--- src/design/aos_defs.vh ---
// offsets, field positions, reset values and counts for the
// output serializer; included by the gain and serializer design files of the block
`ifndef AOS_DEFS_VH
`define AOS_DEFS_VH

// register byte offsets on the bus
`define AOS_OFS_FMT      8'h00
`define AOS_OFS_DRV      8'h04
`define AOS_OFS_PAT_LO   8'h08
`define AOS_OFS_PAT_HI   8'h0c
`define AOS_OFS_GAIN     8'h10
`define AOS_OFS_RANGE    8'h14
`define AOS_OFS_STATUS   8'h18

// output_format_control fields
`define AOS_FMT_EQ       4
`define AOS_FMT_CODING   3
`define AOS_FMT_MSB      2
`define AOS_FMT_PAT_HI   1
`define AOS_FMT_PAT_LO   0
`define AOS_FMT_RST      8'h00
`define AOS_DRV_RST      8'h00

// gain control fields and automatic coefficient pairs
`define AOS_GAIN_OVR     7
`define AOS_GAIN_RST     8'h36
`define AOS_COEF_A_FULL  3'h7
`define AOS_COEF_B_FULL  3'h6
`define AOS_COEF_A_RED   3'h2
`define AOS_COEF_B_RED   3'h2
`define AOS_DGF_BASE     7'h20
`define AOS_DGF_DIV      19'sh0001a

// pattern select codes and fixed training words
`define AOS_PAT_DATA     2'h0
`define AOS_PAT_FIX1     2'h1
`define AOS_PAT_CUSTOM   2'h2
`define AOS_PAT_FIX2     2'h3
`define AOS_TRAIN1       12'h03f
`define AOS_TRAIN2       12'ha5a

// serial framing: bits per word and word clock high time in bits
`define AOS_WORD_BITS    4'hc
`define AOS_WORD_LAST    4'hb
`define AOS_WCLK_HIGH    4'h6

`endif

--- src/design/aos_fifo.v ---
// synchronous valid/ready fifo between the gain stage and serializer
// assumes one clock, clock enable freezes it, async low reset
`timescale 1ns/1ps
module aos_fifo #(
    parameter WIDTH = 12,
    parameter DEPTH = 16
) (
    // clock and reset
    input wire hclk,
    input wire hresetn,
    input wire ce,
    // fill side
    input wire in_valid,
    output wire in_ready,
    input wire [WIDTH-1:0] in_data,
    // drain side
    output wire out_valid,
    input wire out_ready,
    output wire [WIDTH-1:0] out_data,
    // fill level
    output wire [$clog2(DEPTH):0] level
);
    localparam AW = $clog2(DEPTH);

    reg [WIDTH-1:0] mem [0:DEPTH-1];
    reg [AW-1:0] wr_q;
    reg [AW-1:0] rd_q;
    reg [AW:0] cnt_q;

    wire push = in_valid & in_ready;
    wire pop = out_valid & out_ready;

    assign in_ready = (cnt_q != DEPTH[AW:0]);
    assign out_valid = (cnt_q != {(AW+1){1'b0}});
    assign out_data = mem[rd_q];
    assign level = cnt_q;

    always @(posedge hclk) begin
        if (ce && push) begin
            mem[wr_q] <= in_data;
        end
    end

    always @(posedge hclk or negedge hresetn) begin
        if (!hresetn) begin
            wr_q <= {AW{1'b0}};
            rd_q <= {AW{1'b0}};
            cnt_q <= {(AW+1){1'b0}};
        end else if (ce) begin
            if (push)
                wr_q <= wr_q + 1'b1;
            if (pop)
                rd_q <= rd_q + 1'b1;
            if (push && !pop)
                cnt_q <= cnt_q + 1'b1;
            else if (pop && !push)
                cnt_q <= cnt_q - 1'b1;
        end
    end
endmodule

--- src/design/aos_gain.v ---
// equalizer, digital gain and output coding for filter samples
// one register stage with valid/ready; stalls when downstream stalls
`timescale 1ns/1ps
`include "aos_defs.vh"
module aos_gain (
    // clock and reset
    input wire hclk,
    input wire hresetn,
    input wire ce,
    // configuration
    input wire equalizer_on,
    input wire output_coding_select,
    input wire gain_override,
    input wire reduced_input_range,
    input wire [2:0] coef_a,
    input wire [2:0] coef_b,
    // filter samples in, signed
    input wire in_valid,
    output wire in_ready,
    input wire [11:0] in_data,
    // coded samples out
    output wire out_valid,
    input wire out_ready,
    output wire [11:0] out_data
);
    // unused codes 011 -> +2, 100/101 -> -2
    function signed [2:0] coef_val;
        input [2:0] c;
        begin
            case (c)
                3'h0: coef_val = 3'sd0;
                3'h1: coef_val = 3'sd1;
                3'h2, 3'h3: coef_val = 3'sd2;
                3'h7: coef_val = -3'sd1;
                default: coef_val = -3'sd2;
            endcase
        end
    endfunction

    function [11:0] sat12;
        input signed [18:0] v;
        begin
            if (v > 19'sd2047)
                sat12 = 12'h7ff;
            else if (v < -19'sd2048)
                sat12 = 12'h800;
            else
                sat12 = v[11:0];
        end
    endfunction

    reg valid_q;
    reg [11:0] data_q;
    reg [11:0] prev_q;

    wire take = in_valid & in_ready;
    wire [2:0] a_sel;
    wire [2:0] b_sel;
    wire signed [6:0] gain_factor;
    wire signed [18:0] x;
    wire signed [18:0] xp;
    wire signed [18:0] eq;
    wire signed [18:0] prod;
    wire signed [18:0] quot;
    wire [11:0] scaled;
    wire [2:0] cb;
    wire [11:0] eqs;

    assign in_ready = !valid_q || out_ready;
    assign out_valid = valid_q;
    assign out_data = data_q;

    assign a_sel = gain_override ? coef_a :
        (reduced_input_range ? `AOS_COEF_A_RED : `AOS_COEF_A_FULL);
    assign b_sel = gain_override ? coef_b :
        (reduced_input_range ? `AOS_COEF_B_RED : `AOS_COEF_B_FULL);
    assign cb = coef_val(b_sel);
    // dgf = 32 + 4a + b, gain = dgf/26
    assign gain_factor = $signed(`AOS_DGF_BASE) + $signed({coef_val(a_sel), 2'b00})
        + $signed({{4{cb[2]}}, cb});

    assign x = {{7{in_data[11]}}, in_data};
    assign xp = {{7{prev_q[11]}}, prev_q};
    // sharpening tap trades power for less group delay
    assign eq = equalizer_on ? (x + ((x - xp) >>> 1)) : x;
    assign eqs = sat12(eq);
    assign prod = $signed({{7{eqs[11]}}, eqs}) * gain_factor;
    assign quot = prod / `AOS_DGF_DIV;
    assign scaled = sat12(quot);

    always @(posedge hclk or negedge hresetn) begin
        if (!hresetn) begin
            valid_q <= 1'b0;
            data_q <= 12'h000;
            prev_q <= 12'h000;
        end else if (ce) begin
            if (in_ready)
                valid_q <= in_valid;
            if (take) begin
                prev_q <= in_data;
                // offset binary flips the sign bit
                data_q <= {scaled[11] ^ output_coding_select,
                    scaled[10:0]};
            end
        end
    end
endmodule

--- src/design/aos_serializer.v ---
// output formatting and serializer of the converter with an
// ahb-lite register slave. assumes a zero-wait single-word master,
// filter samples on hclk, and a link clock pin sampled by hclk.
// Contract
// - equalizer control set inserts equalizer; cleared bypasses it
// - coding select 0 gives two's complement, 1 offset binary
// - bit order 0 sends lsb first, 1 sends msb first
// - pattern select zero serializes twelve-bit filter samples
// - nonzero pattern select repeats chosen training word continuously
// - two training words fixed; third from the custom pattern registers
// - bit clock and word clock unaffected by pattern select
// - code 01 sends first fixed training word 000000111111
// - code 10 sends the custom user training word
// - gain follows coefficient pair; 111/110 is 0 db default
// - custom coefficients only apply while gain override is set
// - coefficients decode as signed steps, unused codes clamp to +-2
//
// Chosen here: the AHB-Lite interface to the registers and the register addresses.
`timescale 1ns/1ps
`include "aos_defs.vh"
module aos_serializer #(
    parameter FIFO_DEPTH = 16
) (
    // clock, enable, reset
    input wire hclk,
    input wire hresetn,
    input wire ce,
    // ahb-lite slave
    input wire hsel,
    input wire [31:0] haddr,
    input wire [1:0] htrans,
    input wire hwrite,
    input wire [2:0] hsize,
    input wire [31:0] hwdata,
    input wire hready,
    output wire hreadyout,
    output wire hresp,
    output wire [31:0] hrdata,
    // filter samples
    input wire sample_valid,
    output wire sample_ready,
    input wire [11:0] sample_data,
    // link
    input wire link_clk_in,
    output wire ser_data,
    output wire ser_bit_clk,
    output wire ser_word_clk,
    // output driver settings
    output wire drv_term_en,
    output wire [1:0] drv_current,
    output wire output_common_level,
    output wire low_swing_signalling_select
);
    localparam LW = $clog2(FIFO_DEPTH) + 1;

    function [11:0] pick_word;
        input [1:0] sel;
        input [11:0] sample;
        input [11:0] custom;
        begin
            case (sel)
                `AOS_PAT_DATA: pick_word = sample;
                `AOS_PAT_FIX1: pick_word = `AOS_TRAIN1;
                `AOS_PAT_CUSTOM: pick_word = custom;
                default: pick_word = `AOS_TRAIN2;
            endcase
        end
    endfunction

    function pick_bit;
        input [11:0] w;
        input [3:0] idx;
        input msb_first;
        begin
            if (msb_first)
                pick_bit = w[`AOS_WORD_LAST - idx];
            else
                pick_bit = w[idx];
        end
    endfunction

    // registers
    reg [7:0] fmt_q;
    reg [7:0] fmt_d;
    reg [7:0] drv_q;
    reg [7:0] drv_d;
    reg [7:0] pat_lo_q;
    reg [7:0] pat_lo_d;
    reg [3:0] pat_hi_q;
    reg [3:0] pat_hi_d;
    reg [7:0] gain_q;
    reg [7:0] gain_d;
    reg range_q;
    reg range_d;

    // bus state
    reg wr_pend_q;
    reg [7:0] wr_addr_q;
    reg [31:0] hrdata_q;
    reg [31:0] rd_d;

    // link and serializer state
    reg s1_q;
    reg s2_q;
    reg s3_q;
    reg lvl_q;
    reg [3:0] idx_q;
    reg [11:0] word_q;
    reg msb_q;
    reg data_q;
    reg bclk_q;
    reg wclk_q;
    reg [15:0] words_q;
    reg [7:0] under_q;

    wire addr_take = hsel & hready & htrans[1];
    wire [7:0] a_lo = haddr[7:0];
    wire [11:0] custom = {pat_hi_q, pat_lo_q};
    wire [1:0] pattern_select = fmt_q[`AOS_FMT_PAT_HI:`AOS_FMT_PAT_LO];

    wire g_valid;
    wire g_ready;
    wire [11:0] g_data;
    wire f_valid;
    wire f_ready;
    wire [11:0] f_data;
    wire [LW-1:0] f_level;

    wire edge_rise = (s2_q == s3_q) && s3_q && !lvl_q;
    wire last_bit = (idx_q == `AOS_WORD_LAST);
    wire load = edge_rise && last_bit;
    wire [3:0] idx_d = last_bit ? 4'h0 : idx_q + 4'h1;
    wire [11:0] word_d = pick_word(pattern_select,
        f_valid ? f_data : 12'h000, custom);
    wire msb_d = fmt_q[`AOS_FMT_MSB];

    // always ready: every access completes in the data phase cycle
    assign hreadyout = 1'b1;
    assign hresp = 1'b0;
    assign hrdata = hrdata_q;

    // fifo drained once per word, also while training words go out,
    // so the source never stalls behind a training period
    assign f_ready = load;

    assign ser_data = data_q;
    assign ser_bit_clk = bclk_q;
    assign ser_word_clk = wclk_q;
    assign drv_term_en = drv_q[4];
    assign drv_current = drv_q[3:2];
    assign output_common_level = drv_q[1];
    assign low_swing_signalling_select = drv_q[0];

    aos_gain u_gain (
        .hclk(hclk),
        .hresetn(hresetn),
        .ce(ce),
        .equalizer_on(fmt_q[`AOS_FMT_EQ]),
        .output_coding_select(fmt_q[`AOS_FMT_CODING]),
        .gain_override(gain_q[`AOS_GAIN_OVR]),
        .reduced_input_range(range_q),
        .coef_a(gain_q[5:3]),
        .coef_b(gain_q[2:0]),
        .in_valid(sample_valid),
        .in_ready(sample_ready),
        .in_data(sample_data),
        .out_valid(g_valid),
        .out_ready(g_ready),
        .out_data(g_data)
    );

    aos_fifo #(
        .WIDTH(12),
        .DEPTH(FIFO_DEPTH)
    ) u_fifo (
        .hclk(hclk),
        .hresetn(hresetn),
        .ce(ce),
        .in_valid(g_valid),
        .in_ready(g_ready),
        .in_data(g_data),
        .out_valid(f_valid),
        .out_ready(f_ready),
        .out_data(f_data),
        .level(f_level)
    );

    // write data phase updates the register next values
    always @* begin
        fmt_d = fmt_q;
        drv_d = drv_q;
        pat_lo_d = pat_lo_q;
        pat_hi_d = pat_hi_q;
        gain_d = gain_q;
        range_d = range_q;
        if (wr_pend_q) begin
            case (wr_addr_q)
                `AOS_OFS_FMT: fmt_d = {3'h0, hwdata[4:0]};
                `AOS_OFS_DRV: drv_d = {3'h0, hwdata[4:0]};
                `AOS_OFS_PAT_LO: pat_lo_d = hwdata[7:0];
                `AOS_OFS_PAT_HI: pat_hi_d = hwdata[3:0];
                `AOS_OFS_GAIN: gain_d = {hwdata[7], 1'b0, hwdata[5:0]};
                `AOS_OFS_RANGE: range_d = hwdata[0];
                default: fmt_d = fmt_q;
            endcase
        end
    end

    // read mux sees a write still in its data phase
    always @* begin
        rd_d = 32'h00000000;
        case (a_lo)
            `AOS_OFS_FMT: rd_d = {24'h000000, fmt_d};
            `AOS_OFS_DRV: rd_d = {24'h000000, drv_d};
            `AOS_OFS_PAT_LO: rd_d = {24'h000000, pat_lo_d};
            `AOS_OFS_PAT_HI: rd_d = {28'h0000000, pat_hi_d};
            `AOS_OFS_GAIN: rd_d = {24'h000000, gain_d};
            `AOS_OFS_RANGE: rd_d = {31'h00000000, range_d};
            `AOS_OFS_STATUS: rd_d = {words_q, under_q,
                {(8-LW){1'b0}}, f_level};
            default: rd_d = 32'h00000000;
        endcase
    end

    always @(posedge hclk or negedge hresetn) begin
        if (!hresetn) begin
            fmt_q <= `AOS_FMT_RST;
            drv_q <= `AOS_DRV_RST;
            pat_lo_q <= 8'h00;
            pat_hi_q <= 4'h0;
            gain_q <= `AOS_GAIN_RST;
            range_q <= 1'b0;
            wr_pend_q <= 1'b0;
            wr_addr_q <= 8'h00;
            hrdata_q <= 32'h00000000;
        end else if (ce) begin
            fmt_q <= fmt_d;
            drv_q <= drv_d;
            pat_lo_q <= pat_lo_d;
            pat_hi_q <= pat_hi_d;
            gain_q <= gain_d;
            range_q <= range_d;
            wr_pend_q <= addr_take & hwrite;
            if (addr_take)
                wr_addr_q <= a_lo;
            if (addr_take && !hwrite)
                hrdata_q <= rd_d;
        end
    end

    // link clock pin: three flops, a change counts when two and three agree
    always @(posedge hclk or negedge hresetn) begin
        if (!hresetn) begin
            s1_q <= 1'b0;
            s2_q <= 1'b0;
            s3_q <= 1'b0;
            lvl_q <= 1'b0;
        end else if (ce) begin
            s1_q <= link_clk_in;
            s2_q <= s1_q;
            s3_q <= s2_q;
            if (s2_q == s3_q)
                lvl_q <= s3_q;
        end
    end

    // serializer; first edge after reset loads a word
    always @(posedge hclk or negedge hresetn) begin
        if (!hresetn) begin
            idx_q <= `AOS_WORD_LAST;
            word_q <= 12'h000;
            msb_q <= 1'b0;
            data_q <= 1'b0;
            bclk_q <= 1'b0;
            wclk_q <= 1'b0;
            words_q <= 16'h0000;
            under_q <= 8'h00;
        end else if (ce) begin
            // clocks follow the link regardless of pattern
            bclk_q <= (s2_q == s3_q) ? s3_q : lvl_q;
            if (edge_rise) begin
                idx_q <= idx_d;
                wclk_q <= (idx_d < `AOS_WCLK_HIGH);
                if (load) begin
                    // training words repeat on every word
                    word_q <= word_d;
                    msb_q <= msb_d;
                    data_q <= pick_bit(word_d, 4'h0, msb_d);
                    words_q <= words_q + 16'h0001;
                    if (!f_valid && pattern_select == `AOS_PAT_DATA &&
                        under_q != 8'hff)
                        under_q <= under_q + 8'h01;
                end else begin
                    data_q <= pick_bit(word_q, idx_d, msb_q);
                end
            end
        end
    end
endmodule

--- config.mk ---
export PLATFORM = sky130hd
export DESIGN_NAME = aos_serializer
export DESIGN_NICKNAME = d
export VERILOG_FILES = /design/src/design/aos_fifo.v /design/src/design/aos_gain.v /design/src/design/aos_serializer.v
export VERILOG_INCLUDE_DIRS = /design/src /design/src/design
export SDC_FILE = /design/constraint.sdc
export NUM_CORES = 1
export LEC_CHECK = 0
export BUFFER_PORTS_ARGS = -buffer_cell sky130_fd_sc_hd__buf_4
export CAP_MARGIN = 20
export CELL_PAD_IN_SITES_DETAIL_PLACEMENT = 1
export CELL_PAD_IN_SITES_GLOBAL_PLACEMENT = 1
export CORE_UTILIZATION = 30
export DETAILED_ROUTE_END_ITERATION = 12
export PLACE_DENSITY = 0.57
export SETUP_SLACK_MARGIN = 0.5
export SLEW_MARGIN = 20
export SYNTH_ARGS = -nofsm -noshare
export SYNTH_HDL_FRONTEND = slang
export SYNTH_SLANG_ARGS = --single-unit
--- constraint.sdc ---
create_clock -name hclk -period 25.3 [get_ports hclk]
set_input_delay 1.265 -clock hclk [delete_from_list [all_inputs] [get_ports hclk]]
set_output_delay 1.265 -clock hclk [all_outputs]
set_load 0.01 [all_outputs]
==> parameters.txt <==
Parameter                              Value

Setup path
  Most common cell type on the critical path ... sky130_fd_sc_hd__inv_1
  Destination of the critical timing path ... u_gain.out_data[3]
  End of the worst register-to-register path ... u_gain.out_data[3]
  Nature of the critical path endpoint ... flip-flop
  CP arrival ... between 20 and 25 ns
  Worst setup path startpoint ... sample_data[1]
  Reg-to-Reg Start ... u_gain.prev_q[1]
  Slowest CP cell ... sky130_fd_sc_hd__o21ai_1
  CP Max Fanout ... 16
  Kind of critical path ... input port to flip-flop
  Register-to-Register Setup Slack ... 4.67 ns
  CP Launch Type ... input port
  Worst R2R Path Depth ... 74
  Required time reported for the critical path endpoint ... 25.80 ns
  Delay of the slowest cell on the worst path ... 0.85 ns

Clock network
  Worst-case clock buffer depth ... 3
  Post-CTS clock slew at the launch and capture registers of the worst setup and hold paths ... 0.06 ns
  Clock tree from TritonCTS ... done
  Count of cells resized by post-cts repair ... 0
  Post-CTS setup buffer count ... 0
  Clock network latency to the later pin of the worst-skew pair ... roughly 0.58 ns
  Number of CTS-inserted buffers ... 40
  Number of sinks on the clock net ... ~360
  Buffer type at the clock tree root ... sky130_fd_sc_hd__clkbuf_16
  H-tree lvl count ... 2
  Number of hold-repair buffers added at the cts stage ... 0

Global route
  Via count of the first global-routing pass ... between 15000 and 20000
  Sum of overflow across all layers after global routing ... 0
  Antenna violations before repair ... 0
  First-pass GRT wire length ... 110000 um
  Global-route usage over all layers ... 0.171
  Largest net degree at the start of global routing ... 90

Die
  Starting density of the core ... 0.303
  Core Region ... 79000 sq um
  Overall die area ... 80900 sq um
  Number of placed I/O pins ... 132
  Die Ht ... 284 um
  Row cnt ... 103
  Horizontal extent of the die ... 284 um

STA
  Number of hold violations in the final report ... 0
  Max-slew violation total from the final report ... 0
  Worst clock skew on the final layout ... 0.0335 ns
  Worst slew margin ... 0.250
  Unrepaired setup endpoints after global routing ... no
  Measured slew at the worst slew-check pin ... 1.12 ns
  Time the worst path needs with I/O delays and setup ... 21.05 ns
  Setup violations, final ... 0
  Final worst setup slack ... 4.25 ns
  Share of the cycle needed by the critical path after routing ... 0.832
  Setup_tns ... 0 ns
  Fmax ... 0.0475 GHz

Logic synthesis
  Flip-flop and latch count after synthesis ... approximately 360
  Netlist area before placement ... 23900 sq um
  Share of async-settable or async-resettable flops after synthesis ... 0.459
  Library cell with the highest instance count after synthesis ... sky130_fd_sc_hd__edfxtp_1
  Count of cell types in the netlist ... 116
  Post-synthesis area per instance ... 10.8 sq um
  Fraction of synthesized cell area taken by the top area cell type ... 0.241
  Instance count of the mapped netlist ... 2219
  Post-synth EDFFs ... 192
  Portion of the post-synthesis area used by sequential elements ... 0.412
  Dominant register cell in the synthesized netlist ... sky130_fd_sc_hd__edfxtp_1
  Yosys warnings ... 0
  Most frequent cells after synthesis ... sky130_fd_sc_hd__edfxtp_1 (192), sky130_fd_sc_hd__nor2_1 (183), sky130_fd_sc_hd__nand2_1 (176), sky130_fd_sc_hd__dfrtp_1 (156), sky130_fd_sc_hd__inv_1 (138)
  Dominant cells by area after synthesis ... sky130_fd_sc_hd__edfxtp_1 (24%), sky130_fd_sc_hd__dfrtp_1 (16%), sky130_fd_sc_hd__mux4_2 (5.7%)
  Library cell occupying the most area in the post-synthesis netlist ... sky130_fd_sc_hd__edfxtp_1

Routing
  Via-per-instance ratio ... 5.32
  DRC violations left ... 0
  Detailed Route Iter0 Violations ... about 840
  Router iterations before antenna repair ... 4
  Sum of routed wire length over all layers ... around 68000 um
  Avg WL per Cell ... 20.5 um
  Number of nets with antenna violations after detailed routing ... 0
  DR vias ... 17800

Finish
  Area overhead of the layout relative to synthesis ... 12.9%
  Area taken by multi-input logic gates ... 13100 sq um
  Fillers ... 8683
  Antenna Diode Count ... 0
  Storage element area ... 9860 sq um
  Layout cell share with drive strength beyond 1 ... 0.172
  Number of nets at the end of the flow ... ~2500

Placement
  Pre-CTS setup slack ... 3.90 ns
  PortBufs ... 77
  Placer's final routability congestion estimate ... 0.846
  Estimated wirelength of the detail-placed design ... 50400 um

Run status
  Run status ... finished clean

Flow run
  MaxCap Viol Count ... 0

Min path
  Class of the tightest hold or removal check ... flip-flop to flip-flop
[flip-flops by register name (all words and copies together) (netlist names), 5 cells and up]
| name | cells |
|---|---|
| words_q | 16 |
| under_q | 8 |
| gain_q | 8 |
| u_fifo.level | 5 |
| u_gain.out_data | 12 |
| word_q | 12 |
| wr_addr_q | 8 |
| hrdata | 32 |
| fmt_q | 8 |
| pat_lo_q | 8 |
| u_fifo.mem | 192 |
| u_gain.prev_q | 12 |
| drv_q | 8 |
[critical path: cells and delay by family]
| family | cells | cell delay [ns] |
|---|---|---|
| XOR/XNOR | 2 | 0.74 |
| AND/OR/NAND/NOR | 17 | 4.79 |
| buffers and inverters | 11 | 1.10 |
| adder cells (fa/ha/maj) | 9 | 3.58 |
| multiplexers | 1 | 0.16 |
| AO/OA/AOI/OAI | 34 | 9.86 |
[how the worst min path moves through the flow]
stage | from | endpoint | slack (ns) | cells after the start
2_1_floorplan | words_q[15] | words_q[15] | 0.45 | 1
3_3_place_gp | hrdata[25] | hrdata[25] | 0.45 | 2
3_5_place_dp | hrdata[25] | hrdata[25] | 0.46 | 2
4_1_cts | hrdata[25] | hrdata[25] | 0.47 | 2
5_1_grt | hrdata[12] | hrdata[12] | 0.49 | 2
6_report | hrdata[25] | hrdata[25] | 0.46 | 2
[kinds of logic after synthesis]
group,count (synthesis),synth area share
simple gates,672,0.137
buf+inv,251,0.0427
xor+xnor,109,0.0423
other cells,2,0.000314
mux,158,0.101
fa+ha+maj,154,0.102
compound gates,518,0.163
flops,355,0.412
[area by class of cell]
cell class	count	share of cell area
Inverter	138	0.0192
Multi-Input combinational cell	1624	0.487
Clock buffer	50	0.0396
Timing Repair Buffer	104	0.0299
Tap cell	1050	0.0487
Sequential cell	355	0.365
Clock inverter	20	0.0105
[placed cells by master (no fill, tap or decap), types with 21 or more instances in the layout]
master                      Yosys  routed
sky130_fd_sc_hd__a21o_1        27      27
sky130_fd_sc_hd__a31oi_1       30      30
sky130_fd_sc_hd__mux2i_1       40      40
sky130_fd_sc_hd__nand4_1       26      26
sky130_fd_sc_hd__a211oi_1      35      35
sky130_fd_sc_hd__fa_1          67      67
sky130_fd_sc_hd__edfxtp_1     192     192
sky130_fd_sc_hd__clkbuf_16      0      40
sky130_fd_sc_hd__ha_1          87      87
sky130_fd_sc_hd__nand3_1       75      75
sky130_fd_sc_hd__mux4_2        61      61
sky130_fd_sc_hd__nand2_1      176     176
sky130_fd_sc_hd__and2_1        21      21
sky130_fd_sc_hd__nor3_1        47      42
sky130_fd_sc_hd__buf_4          9     102
sky130_fd_sc_hd__xnor2_1       69      69
sky130_fd_sc_hd__nor2_1       183     174
sky130_fd_sc_hd__o21ai_0       69      69
sky130_fd_sc_hd__inv_1        138     138
sky130_fd_sc_hd__xor2_1        34      34
sky130_fd_sc_hd__a21oi_1       94      94
sky130_fd_sc_hd__o211ai_1      26      26
sky130_fd_sc_hd__dfrtp_1      156     154
sky130_fd_sc_hd__mux2_2        54      54
[metal layers]
| layer | part of all wire | GRT usage |
|---|---|---|
| met3 | 0.023 | 0.0189 |
| met5 | 0 | 0 |
| met4 | 0.022 | 0.0444 |
| met2 | 0.49 | 0.291 |
| met1 | 0.46 | 0.229 |
[through the flow]
step | hold slack (ns) | util | std cells | area, sq um
after floorplan | 0.445 | - | 2230 | 24000
after global placement | 0.451 | 0.324 | 3270 | 25600
after detailed placement | 0.459 | 0.324 | 3270 | 25600
after CTS | 0.471 | 0.341 | 3340 | 27000
after global routing | 0.494 | 0.342 | 3341 | 27000
final | 0.465 | 0.342 | 3341 | 27000
Power is left out: the tool's default activity adds up to more than one toggle a clock period on the data nets, which glitch-free logic cannot reach.
